**config.mk**
```make
export PLATFORM = sky130hd
export DESIGN_NAME = cdsb_status_bank
export DESIGN_NICKNAME = d
export VERILOG_FILES = /design/src/verilog/cdsb_pkg.sv /design/src/verilog/cdsb_status_bank.sv
export VERILOG_INCLUDE_DIRS = /design/src /design/src/verilog
export SDC_FILE = /design/constraint.sdc
export NUM_CORES = 2
export LEC_CHECK = 0
export BUFFER_PORTS_ARGS = -buffer_cell sky130_fd_sc_hd__buf_4
export CORE_MARGIN = 5
export CORE_UTILIZATION = 35
export DETAILED_ROUTE_END_ITERATION = 10
export GPL_TIMING_DRIVEN = 0
export HOLD_SLACK_MARGIN = 0.12
export PLACE_DENSITY_LB_ADDON = 0.08
export SLEW_MARGIN = 25
export SYNTH_ARGS = -nofsm -noshare
export SYNTH_HDL_FRONTEND = slang
export SYNTH_SLANG_ARGS = --single-unit
```
**constraint.sdc**
```tcl
create_clock -name mclk -period 35.8 [get_ports mclk]
set_input_delay 7.16 -clock mclk [delete_from_list [all_inputs] [get_ports mclk]]
set_output_delay 7.16 -clock mclk [all_outputs]
set_load 0.05 [all_outputs]
```
**src/verilog/cdsb_consts.svh**
```systemverilog
// Purpose: Offsets, fields, reset values and timing counts of the diagnostic status bank
// Assumes: 16-bit paged register window, page select at the top word
// Notes: Times in their own units; cycle counts derived from the clock rate
`ifndef CDSB_CONSTS_SVH
`define CDSB_CONSTS_SVH
// ****************************************
// Geometry and pages
// ****************************************
`define CDSB_NCH 6
`define CDSB_PAGE_OFS 5'h1e
`define CDSB_PG_TEST 4'h2
`define CDSB_PG_RES 4'h3
`define CDSB_PG_BW 4'h7
`define CDSB_PG_FREQ 4'h9
`define CDSB_PG_VOLT 4'ha
`define CDSB_PG_THR 4'hb
// ****************************************
// Offsets within a page
// ****************************************
`define CDSB_CTRL_OFS 5'h00
`define CDSB_ANGLE_OFS 5'h02
`define CDSB_ACTIVE_OFS 5'h04
`define CDSB_ACC_STAT_OFS 5'h10
`define CDSB_REF_STAT_OFS 5'h12
`define CDSB_SIG_STAT_OFS 5'h14
`define CDSB_SUM_STAT_OFS 5'h16
`define CDSB_RES_BASE 5'h10
`define CDSB_BW_SEL_OFS 5'h0c
`define CDSB_FREQ_BASE 5'h00
`define CDSB_SIG_BASE 5'h00
`define CDSB_REF_BASE 5'h0c
// ****************************************
// Fields and reset values
// ****************************************
`define CDSB_WRAP_BIT 0
`define CDSB_ONLINE_BIT 2
`define CDSB_OFFLINE_BIT 3
`define CDSB_SUM_SIG_BIT 0
`define CDSB_SUM_REF_BIT 1
`define CDSB_SUM_ACC_BIT 2
`define CDSB_ENC_MODE_BIT 15
`define CDSB_RES_RST 16'h0004
`define CDSB_REF_THR_RST 16'h00c8
`define CDSB_SIG_THR_RST 16'h0190
`define CDSB_ANGLE_STEP 16'h038e
`define CDSB_ACC_TOL 16'h0083
// ****************************************
// Timing
// ****************************************
`define CDSB_CLK_HZ 50000000
`define CDSB_SIG_LOSS_MS 2000
`define CDSB_OFF_TEST_MS 45000
`define CDSB_OFF_ANGLES 72
`define CDSB_SIG_LOSS_CYC (`CDSB_SIG_LOSS_MS * (`CDSB_CLK_HZ / 1000))
`define CDSB_OFF_STEP_CYC ((`CDSB_OFF_TEST_MS / `CDSB_OFF_ANGLES) * (`CDSB_CLK_HZ / 1000))
`endif

```
**src/verilog/cdsb_pkg.sv**
```systemverilog
// Purpose: Types shared by the diagnostic status bank
// Assumes: Nothing beyond the constants header
// Notes: Constants live in the header, types here
package cdsb_pkg;
	typedef logic [15:0] cdsb_word_type;
	typedef enum {OFF_IDLE, OFF_RUN} cdsb_off_state_type;
endpackage

```
**src/verilog/cdsb_status_bank.sv**
```systemverilog
// Purpose: Measurement readback, loss thresholds, self tests and latched status for six channels
// Assumes: Host strobes and measurement inputs are synchronous to mclk
// Notes: Paged 16-bit register window; status reads clear and reload live state
`timescale 1ns/1ns
`include "cdsb_consts.svh"

module cdsb_status_bank #(
	parameter int unsigned SIG_LOSS_CYCLES = `CDSB_SIG_LOSS_CYC,
	parameter int unsigned OFF_STEP_CYCLES = `CDSB_OFF_STEP_CYC
) (
	// Clock and reset
	input wire logic mclk,
	input wire logic sys_rst,
	// Host register port
	input wire logic [4:0] bus_addr,
	input wire cdsb_pkg::cdsb_word_type bus_wdata,
	input wire logic bus_wr,
	input wire logic bus_rd,
	output cdsb_pkg::cdsb_word_type bus_rdata,
	// Measurement engine
	input wire logic [`CDSB_NCH-1:0][15:0] meas_freq,
	input wire logic [`CDSB_NCH-1:0][15:0] meas_sig_volt,
	input wire logic [`CDSB_NCH-1:0][15:0] meas_ref_volt,
	input wire logic [`CDSB_NCH-1:0][15:0] meas_pos,
	input wire logic [`CDSB_NCH-1:0] online_acc_err,
	// Channel control
	output logic [`CDSB_NCH-1:0][15:0] pos_out,
	output logic input_isolate,
	output logic stim_enable,
	output cdsb_pkg::cdsb_word_type stim_angle,
	output logic [`CDSB_NCH-1:0] bw_auto,
	output logic [`CDSB_NCH-1:0][2:0] enc_res,
	output logic [`CDSB_NCH-1:0] comm_mode
);
	import cdsb_pkg::*;

	localparam int NCH = `CDSB_NCH;
	localparam int SLW = $clog2(SIG_LOSS_CYCLES + 1);
	localparam int OSW = $clog2(OFF_STEP_CYCLES + 1);

	// ****************************************
	// State
	// ****************************************
	logic [3:0] page, next_page;
	logic [3:0] ctrl, next_ctrl;
	logic [NCH-1:0] active, next_active;
	logic [NCH-1:0] bw_sel, next_bw_sel;
	logic [15:0] test_angle, next_test_angle;
	logic [15:0] res [NCH];
	logic [15:0] next_res [NCH];
	logic [15:0] sig_thr [NCH];
	logic [15:0] next_sig_thr [NCH];
	logic [15:0] ref_thr [NCH];
	logic [15:0] next_ref_thr [NCH];
	logic [NCH-1:0] acc_stat, next_acc_stat;
	logic [NCH-1:0] ref_stat, next_ref_stat;
	logic [NCH-1:0] sig_stat, next_sig_stat;
	logic [2:0] sum_stat, next_sum_stat;
	logic [SLW-1:0] sig_cnt [NCH];
	logic [SLW-1:0] next_sig_cnt [NCH];
	cdsb_off_state_type off_state, next_off_state;
	logic [6:0] off_step, next_off_step;
	logic [OSW-1:0] off_timer, next_off_timer;
	logic [15:0] next_stim_angle;
	logic [NCH-1:0][15:0] next_pos_out;
	logic [15:0] rd_val;

	// ****************************************
	// Strobes and events
	// ****************************************
	logic page_hit, wr_test, rd_test, wr_ctrl, off_start, off_abort, off_done, mon_on;
	logic rd_acc, rd_ref, rd_sig, rd_sum;
	logic [NCH-1:0] off_fail, acc_evt, ref_evt, sig_evt, sig_low;

	assign page_hit = (bus_addr == `CDSB_PAGE_OFS);
	assign wr_test = bus_wr && !page_hit && (page == `CDSB_PG_TEST);
	assign rd_test = bus_rd && !page_hit && (page == `CDSB_PG_TEST);
	assign wr_ctrl = wr_test && (bus_addr == `CDSB_CTRL_OFS);
	assign off_start = wr_ctrl && bus_wdata[`CDSB_OFFLINE_BIT] && !ctrl[`CDSB_OFFLINE_BIT];
	assign off_abort = wr_ctrl && !bus_wdata[`CDSB_OFFLINE_BIT];
	assign rd_acc = rd_test && (bus_addr == `CDSB_ACC_STAT_OFS);
	assign rd_ref = rd_test && (bus_addr == `CDSB_REF_STAT_OFS);
	assign rd_sig = rd_test && (bus_addr == `CDSB_SIG_STAT_OFS);
	assign rd_sum = rd_test && (bus_addr == `CDSB_SUM_STAT_OFS);
	// Monitoring would see the loopback or stimulus, not the field inputs
	assign mon_on = !ctrl[`CDSB_WRAP_BIT] && !ctrl[`CDSB_OFFLINE_BIT];

	always_comb begin
		for (int i = 0; i < NCH; i++) begin
			sig_low[i] = meas_sig_volt[i] < sig_thr[i];
			ref_evt[i] = mon_on && active[i] && (meas_ref_volt[i] < ref_thr[i]);
			sig_evt[i] = mon_on && active[i] && sig_low[i] && (sig_cnt[i] == SLW'(SIG_LOSS_CYCLES - 1));
			acc_evt[i] = active[i] && ((ctrl[`CDSB_ONLINE_BIT] && online_acc_err[i]) || off_fail[i]);
		end
	end

	// ****************************************
	// Signal loss persistence counters
	// ****************************************
	always_comb begin
		for (int i = 0; i < NCH; i++) begin
			next_sig_cnt[i] = '0;
			if (mon_on && active[i] && sig_low[i]) begin
				next_sig_cnt[i] = sig_evt[i] ? sig_cnt[i] : sig_cnt[i] + SLW'(1);
			end
		end
	end

	always_ff @(posedge mclk or posedge sys_rst) begin
		if (sys_rst) begin
			for (int i = 0; i < NCH; i++) begin
				sig_cnt[i] <= '0;
			end
		end else begin
			sig_cnt <= next_sig_cnt;
		end
	end

	// ****************************************
	// Stimulus test sequencer
	// ****************************************
	always_comb begin
		logic [15:0] diff;
		diff = '0;
		next_off_state = off_state;
		next_off_step = off_step;
		next_off_timer = off_timer;
		next_stim_angle = stim_angle;
		off_fail = '0;
		off_done = 1'b0;
		case (off_state)
			OFF_IDLE: begin
				if (off_start) begin
					next_off_state = OFF_RUN;
					next_off_step = '0;
					next_off_timer = '0;
					next_stim_angle = '0;
				end
			end
			OFF_RUN: begin
				if (off_abort) begin
					next_off_state = OFF_IDLE;
				end else if (off_timer == OSW'(OFF_STEP_CYCLES - 1)) begin
					next_off_timer = '0;
					// Compare only once the converter has had a full step to settle
					for (int i = 0; i < NCH; i++) begin
						diff = meas_pos[i] - stim_angle;
						if (diff[15]) begin
							diff = 16'h0000 - diff;
						end
						off_fail[i] = diff > `CDSB_ACC_TOL;
					end
					if (off_step == 7'(`CDSB_OFF_ANGLES - 1)) begin
						off_done = 1'b1;
						next_off_state = OFF_IDLE;
					end else begin
						next_off_step = off_step + 7'h01;
						next_stim_angle = stim_angle + `CDSB_ANGLE_STEP;
					end
				end else begin
					next_off_timer = off_timer + OSW'(1);
				end
			end
			default: begin
				next_off_state = OFF_IDLE;
			end
		endcase
	end

	always_ff @(posedge mclk or posedge sys_rst) begin
		if (sys_rst) begin
			off_state <= OFF_IDLE;
			off_step <= '0;
			off_timer <= '0;
			stim_angle <= '0;
		end else begin
			off_state <= next_off_state;
			off_step <= next_off_step;
			off_timer <= next_off_timer;
			stim_angle <= next_stim_angle;
		end
	end

	// ****************************************
	// Host-written configuration
	// ****************************************
	always_comb begin
		next_page = page;
		next_ctrl = ctrl;
		next_active = active;
		next_bw_sel = bw_sel;
		next_test_angle = test_angle;
		next_res = res;
		next_sig_thr = sig_thr;
		next_ref_thr = ref_thr;
		if (off_done) begin
			next_ctrl[`CDSB_OFFLINE_BIT] = 1'b0;
		end
		if (bus_wr && page_hit) begin
			next_page = bus_wdata[3:0];
		end else if (bus_wr) begin
			case (page)
				`CDSB_PG_TEST: begin
					case (bus_addr)
						`CDSB_CTRL_OFS: next_ctrl = {bus_wdata[3], bus_wdata[2], 1'b0, bus_wdata[0]};
						`CDSB_ANGLE_OFS: next_test_angle = bus_wdata;
						`CDSB_ACTIVE_OFS: next_active = bus_wdata[NCH-1:0];
						default: ;
					endcase
				end
				`CDSB_PG_RES: begin
					for (int i = 0; i < NCH; i++) begin
						if (bus_addr == 5'(`CDSB_RES_BASE + 2 * i)) begin
							next_res[i] = bus_wdata;
						end
					end
				end
				`CDSB_PG_BW: begin
					if (bus_addr == `CDSB_BW_SEL_OFS) begin
						next_bw_sel = bus_wdata[NCH-1:0];
					end
				end
				`CDSB_PG_THR: begin
					for (int i = 0; i < NCH; i++) begin
						if (bus_addr == 5'(`CDSB_SIG_BASE + 2 * i)) begin
							next_sig_thr[i] = bus_wdata;
						end
						if (bus_addr == 5'(`CDSB_REF_BASE + 2 * i)) begin
							next_ref_thr[i] = bus_wdata;
						end
					end
				end
				default: ;
			endcase
		end
	end

	always_ff @(posedge mclk or posedge sys_rst) begin
		if (sys_rst) begin
			page <= '0;
			ctrl <= '0;
			active <= '0;
			bw_sel <= '0;
			test_angle <= '0;
			for (int i = 0; i < NCH; i++) begin
				res[i] <= `CDSB_RES_RST;
				sig_thr[i] <= `CDSB_SIG_THR_RST;
				ref_thr[i] <= `CDSB_REF_THR_RST;
			end
		end else begin
			page <= next_page;
			ctrl <= next_ctrl;
			active <= next_active;
			bw_sel <= next_bw_sel;
			test_angle <= next_test_angle;
			res <= next_res;
			sig_thr <= next_sig_thr;
			ref_thr <= next_ref_thr;
		end
	end

	// ****************************************
	// Latched status
	// ****************************************
	// A read reloads the live state, so a fault present in that cycle survives
	always_comb begin
		next_acc_stat = (rd_acc ? acc_evt : (acc_stat | acc_evt)) & next_active;
		next_ref_stat = (rd_ref ? ref_evt : (ref_stat | ref_evt)) & next_active;
		next_sig_stat = (rd_sig ? sig_evt : (sig_stat | sig_evt)) & next_active;
		next_sum_stat = rd_sum ? 3'h0 : sum_stat;
		next_sum_stat[`CDSB_SUM_SIG_BIT] = next_sum_stat[`CDSB_SUM_SIG_BIT] | (|sig_evt);
		next_sum_stat[`CDSB_SUM_REF_BIT] = next_sum_stat[`CDSB_SUM_REF_BIT] | (|ref_evt);
		next_sum_stat[`CDSB_SUM_ACC_BIT] = next_sum_stat[`CDSB_SUM_ACC_BIT] | (|acc_evt);
	end

	always_ff @(posedge mclk or posedge sys_rst) begin
		if (sys_rst) begin
			acc_stat <= '0;
			ref_stat <= '0;
			sig_stat <= '0;
			sum_stat <= '0;
		end else begin
			acc_stat <= next_acc_stat;
			ref_stat <= next_ref_stat;
			sig_stat <= next_sig_stat;
			sum_stat <= next_sum_stat;
		end
	end

	// ****************************************
	// Read mux and channel outputs
	// ****************************************
	always_comb begin
		rd_val = 16'h0000;
		if (page_hit) begin
			rd_val = {12'h000, page};
		end else begin
			case (page)
				`CDSB_PG_TEST: begin
					case (bus_addr)
						`CDSB_CTRL_OFS: rd_val = {12'h000, ctrl};
						`CDSB_ANGLE_OFS: rd_val = test_angle;
						`CDSB_ACTIVE_OFS: rd_val = {10'h000, active};
						`CDSB_ACC_STAT_OFS: rd_val = {10'h000, acc_stat & active};
						`CDSB_REF_STAT_OFS: rd_val = {10'h000, ref_stat & active};
						`CDSB_SIG_STAT_OFS: rd_val = {10'h000, sig_stat & active};
						`CDSB_SUM_STAT_OFS: rd_val = {13'h0000, sum_stat};
						default: ;
					endcase
				end
				`CDSB_PG_RES: begin
					for (int i = 0; i < NCH; i++) begin
						if (bus_addr == 5'(`CDSB_RES_BASE + 2 * i)) begin
							rd_val = res[i];
						end
					end
				end
				`CDSB_PG_BW: begin
					if (bus_addr == `CDSB_BW_SEL_OFS) begin
						rd_val = {10'h000, bw_sel};
					end
				end
				`CDSB_PG_FREQ: begin
					// High words read zero; the count fits in the low word
					for (int i = 0; i < NCH; i++) begin
						if (bus_addr == 5'(`CDSB_FREQ_BASE + 4 * i)) begin
							rd_val = meas_freq[i];
						end
					end
				end
				`CDSB_PG_VOLT: begin
					for (int i = 0; i < NCH; i++) begin
						if (bus_addr == 5'(`CDSB_SIG_BASE + 2 * i)) begin
							rd_val = meas_sig_volt[i];
						end
						if (bus_addr == 5'(`CDSB_REF_BASE + 2 * i)) begin
							rd_val = meas_ref_volt[i];
						end
					end
				end
				`CDSB_PG_THR: begin
					for (int i = 0; i < NCH; i++) begin
						if (bus_addr == 5'(`CDSB_SIG_BASE + 2 * i)) begin
							rd_val = sig_thr[i];
						end
						if (bus_addr == 5'(`CDSB_REF_BASE + 2 * i)) begin
							rd_val = ref_thr[i];
						end
					end
				end
				default: ;
			endcase
		end
		for (int i = 0; i < NCH; i++) begin
			next_pos_out[i] = ctrl[`CDSB_WRAP_BIT] ? test_angle : meas_pos[i];
		end
	end

	always_ff @(posedge mclk or posedge sys_rst) begin
		if (sys_rst) begin
			bus_rdata <= '0;
			pos_out <= '0;
			input_isolate <= 1'b0;
			stim_enable <= 1'b0;
			bw_auto <= '0;
			enc_res <= {NCH{3'(`CDSB_RES_RST)}};
			comm_mode <= '0;
		end else begin
			if (bus_rd) begin
				bus_rdata <= rd_val;
			end
			pos_out <= next_pos_out;
			input_isolate <= next_ctrl[`CDSB_WRAP_BIT] | next_ctrl[`CDSB_OFFLINE_BIT];
			stim_enable <= next_off_state == OFF_RUN;
			bw_auto <= next_bw_sel;
			for (int i = 0; i < NCH; i++) begin
				enc_res[i] <= next_res[i][2:0];
				comm_mode[i] <= next_res[i][`CDSB_ENC_MODE_BIT];
			end
		end
	end
endmodule
```
==> impl_metrics.py <==
metrics = {
    "logic_synthesis": {
        "synth-simple-area-share_pct": 16.9,
        "yosysUniqueCellTypes": 95,
        "synth_edf_count": 0,
        "syn-mean-instance-area_um2": 8.98,
        "synth_top_family_by_area": "compound AO/OA/AOI/OAI gates",
        "ys_async_sr_fraction_pct": 100,
        "synth.cell_area_um2": 43300,
        "ys_ff_latch": 699,
        "yosysSeqAreaShare_pct": 40.5,
        "synthTopCellsByArea": "dfrtp_1, ha_1, o21ai_0, nand2_1, mux2_2",
        "yosys.area.top_type": "dfrtp_1",
        "synth-xor-area-share_pct": 5.05,
        "yosysWarnings": 0,
        "synthAdderAreaFrac_pct": 8.33,
        "synth_compound_area_share_pct": 19.2,
        "synth_top_area_share_pct": 37.9,
        "synthMuxAreaShare_pct": 4.37,
        "synthCells": 4825,
        "ys.flop_type": "dfrtp_1",
    },
    "critical_path": {
        "r2r_cells": 13,
        "cp_slowest_cell": "clkbuf_1",
        "path_max_fanout": 10,
        "setup.worst_path.class": "in -> reg",
        "crit_chain": "buf_4 -> clkbuf_1 -> nor3b_1 -> nand3_1 -> clkbuf_1 -> o22ai_1 -> a221oi_1 -> nand3_1 -> a222oi_1 -> o211ai_1 -> o21ai_0 -> o21ai_0",
        "reg2reg_slack_ns": 30.90,
        "crit_path_end_kind": "flip-flop",
        "required_ns": 36.32,
        "critPathMaxStageDelay_ns": 0.67,
        "worst-path-buf-inv": 3,
        "worst_ep_arrival_time_ns": 11.66,
        "r2r-start": "stim_angle[1]",
        "path_delay_family": "compound AO/OA/AOI/OAI gates",
        "cp-start-kind": "primary input",
        "reg2reg_to": "sum_stat[2]",
    },
    "global_routing": {
        "grt_pass1_wl_um": 281000,
        "groute.layer.met3.usage_pct": 7.19,
        "grt.met2_usage_pct": 43.7,
        "grt-ovfl-total": 0,
        "grt_max_degree": 87,
        "grt_usage_pct": 29.1,
        "use_met1_pct": 41.4,
        "antenna_found_initial": 23,
        "grt_pass1_vias": 39200,
        "busiest_layer": "met2",
    },
    "power": {
        "p_per_area_nw_per_um2": 39.1,
        "vdd_drop_max_mv": 0.0301,
        "leakagePower_nw": 24.7,
        "pwr-share-comb_pct": 15.4,
        "cell_internal_pwr_w": 0.00148,
        "p_clk_share_pct": 45.2,
        "switchingPower_w": 0.000601,
        "switching_share_pct": 28.9,
        "p_seq_share_pct": 39.4,
    },
    "clock_network": {
        "cts_tree": "done",
        "postCtsSetupRepairBufs": 0,
        "cts_buffer_depth": 3,
        "clock_sinks": 699,
        "cts.reportedPaths.clkPinSlew_ns": 0.06,
        "cts_hold_buf": 0,
        "cts_root_buffer": "clkbuf_16",
        "numCtsBuffers": 87,
        "cts_resized": 0,
        "clock_latency_ns": 0.69,
        "htreeDepth": 3,
    },
    "drt": {
        "drtPass1Iterations": 6,
        "drc": 0,
        "routed_wirelength_um": 198000,
        "drt_iter0_markers": 4700,
        "wire_per_inst_um": 27.4,
        "antenna_left": 0,
        "vias": 41000,
        "via_per_inst": 5.67,
    },
    "worst_hold_path": {
        "hp-class": "reg -> reg",
        "min_from": "off_timer[20]",
        "hold-path-endpoint": "off_timer[20]",
        "hold_path_depth": 1,
    },
    "sta": {
        "finalSetupViolCount": 0,
        "tns_ns": 0,
        "hold_viol_final": 0,
        "finalClockSkew_ns": 0.0405,
        "clock.fmax_mhz": 89.7,
        "max_slew_margin_pct": 20.8,
        "fin_crit_ns": 11.15,
        "drv_slew": 0,
        "rsz0062_at_grt": "false",
        "finalCritPeriodShare_pct": 31.1,
        "worst_pin_slew_ns": 1.19,
    },
    "layout": {
        "syn_to_final_growth_pct": 22.6,
        "final-seq-area_um2": 17500,
        "nets": 6221,
        "multiInputGateArea_um2": 23600,
        "final_cell_count_no_fill": 7237,
        "fill_cells": 12400,
        "final_layout_size_suffix_gt1_share_pct": 18.4,
    },
    "die": {
        "die_w_um": 362,
        "start_util_pct": 35.1,
        "core_um2": 123000,
        "io_pins": 575,
        "dieArea_um2": 131000,
        "row_count": 129,
        "dieHeight_um": 362,
    },
    "place": {
        "globalplace.congestion": 1.00,
        "hpwl_um": 156000,
        "io_buffer_count": 561,
        "dp.cells": 7069,
    },
    "outcome": {
        "status": "completed",
    },
    "job": {
        "max_cap_viol_count": 0,
    },
}
==> registers in the layout, summed over array words and instances, names as in the netlist, 25 cells and up <==
| register | cells |
|---|---|
| off_state | 32 |
| off_timer | 25 |
| pos_out | 96 |
| ref_thr | 96 |
| res | 79 |
| sig_cnt | 162 |
| sig_thr | 96 |
==> per-layer routing <==
layer	vias up	wire [µm]
met1	20300	87500
met3	331	18500
li1	18600	-
met5	-	81
met2	1750	84900
met4	12	7080
==> synth_stat cells (all sizes together), types with 23 or more instances <==
cell type	instances
nor2	418
nor4	29
or3	34
a31oi	52
buf	55
a222oi	34
o21ai	464
a21oi	171
nand4	72
clkbuf	202
inv	356
xor2	127
ha	279
xnor2	123
or2	23
a21o	74
nand2	456
nand3	145
mux2	146
dfstp	42
nor3	92
nor2b	32
o22ai	32
mux2i	25
nand2b	48
dfrtp	657
a211oi	44
o211ai	36
a22oi	112
a221oi	57
and3	73
==> metrics by stage <==
| stage | worst slack, ns | hold slack, ns | cell area (µm²) | total power, W | util, % |
|---|---|---|---|---|---|
| finish | 24.65 | 0.487 | 53100 | 0.00208 | 43.1 |
| global route | 24.69 | 0.517 | 53100 | 0.00215 | 43.1 |
| CTS | 24.83 | 0.489 | 53100 | 0.00209 | 43.1 |
| detailed placement | 24.14 | 0.484 | 50100 | 0.00115 | 40.6 |
| global placement | -0.797 | 0.474 | 49700 | 0.00114 | 40.3 |
| floorplan | 9.11 | 0.449 | 43500 | 0.00100 | - |
==> how the worst max path moves through the flow <==
stage / from / endpoint / cells after the start
floorplan: sys_rst / acc_stat[0] / 1
global placement: sys_rst / enc_res[15] / 2
detailed placement: bus_addr[4] / bus_rdata[5] / 12
CTS: bus_addr[4] / bus_rdata[5] / 12
global route: bus_addr[4] / bus_rdata[14] / 13
finish: bus_addr[4] / bus_rdata[11] / 12
==> layout make-up <==
cell class	count	area share, %
clock inverters	34	0.951
plain buffers	257	2.08
clock buffers	126	4.73
multi-input cells	3549	44.4
inverters	356	2.53
repair buffers	571	8.41
diodes	8	0.0377
flip-flops and latches	699	33.0
well taps	1637	3.85
==> placed cells by master, fill, tap and decap left out, drive strengths merged, types with 19 or more instances in the layout <==
cell type / Yosys / routed
mux2: 146 / 146
a222oi: 34 / 34
dfrtp: 657 / 657
conb: 2 / 38
o221ai: 21 / 21
or2: 23 / 23
xnor2: 123 / 123
clkbuf: 202 / 328
and2: 20 / 20
ha: 279 / 279
and3: 73 / 73
a211oi: 44 / 44
o21a: 21 / 21
xor2: 127 / 127
mux2i: 25 / 25
nor4: 29 / 29
inv: 356 / 359
nand3: 145 / 145
o22ai: 32 / 32
nand4: 72 / 72
o21ai: 464 / 464
buf: 55 / 626
nand2: 456 / 456
a31oi: 52 / 52
a21oi: 171 / 171
nor3: 92 / 92
and4: 19 / 19
a21o: 74 / 74
nor2b: 32 / 32
o211ai: 36 / 36
nor2: 418 / 418
or3: 34 / 34
a221oi: 57 / 57
nand2b: 48 / 48
a22oi: 112 / 112
dfstp: 42 / 42
==> cells by family after synthesis <==
family	Yosys count
buffers and inverters	613
multiplexers	171
other	2
adder cells (fa/ha/maj)	285
flip-flops	699
XOR/XNOR	250
AND/OR/NAND/NOR	1528
AO/OA/AOI/OAI	1277
==> power by group through the flow <==
stage / clock network, W / logic, W / registers [W]
2_1_floorplan: 0 / 0.000138 / 0.000863
3_3_place_gp: 0 / 0.000309 / 0.000834
3_5_place_dp: 0 / 0.000314 / 0.000832
4_1_cts: 0.000959 / 0.000315 / 0.000818
5_1_grt: 0.000988 / 0.000341 / 0.000819
6_report: 0.000940 / 0.000321 / 0.000818
No activity file was read; power rests on OpenSTA's default activity.
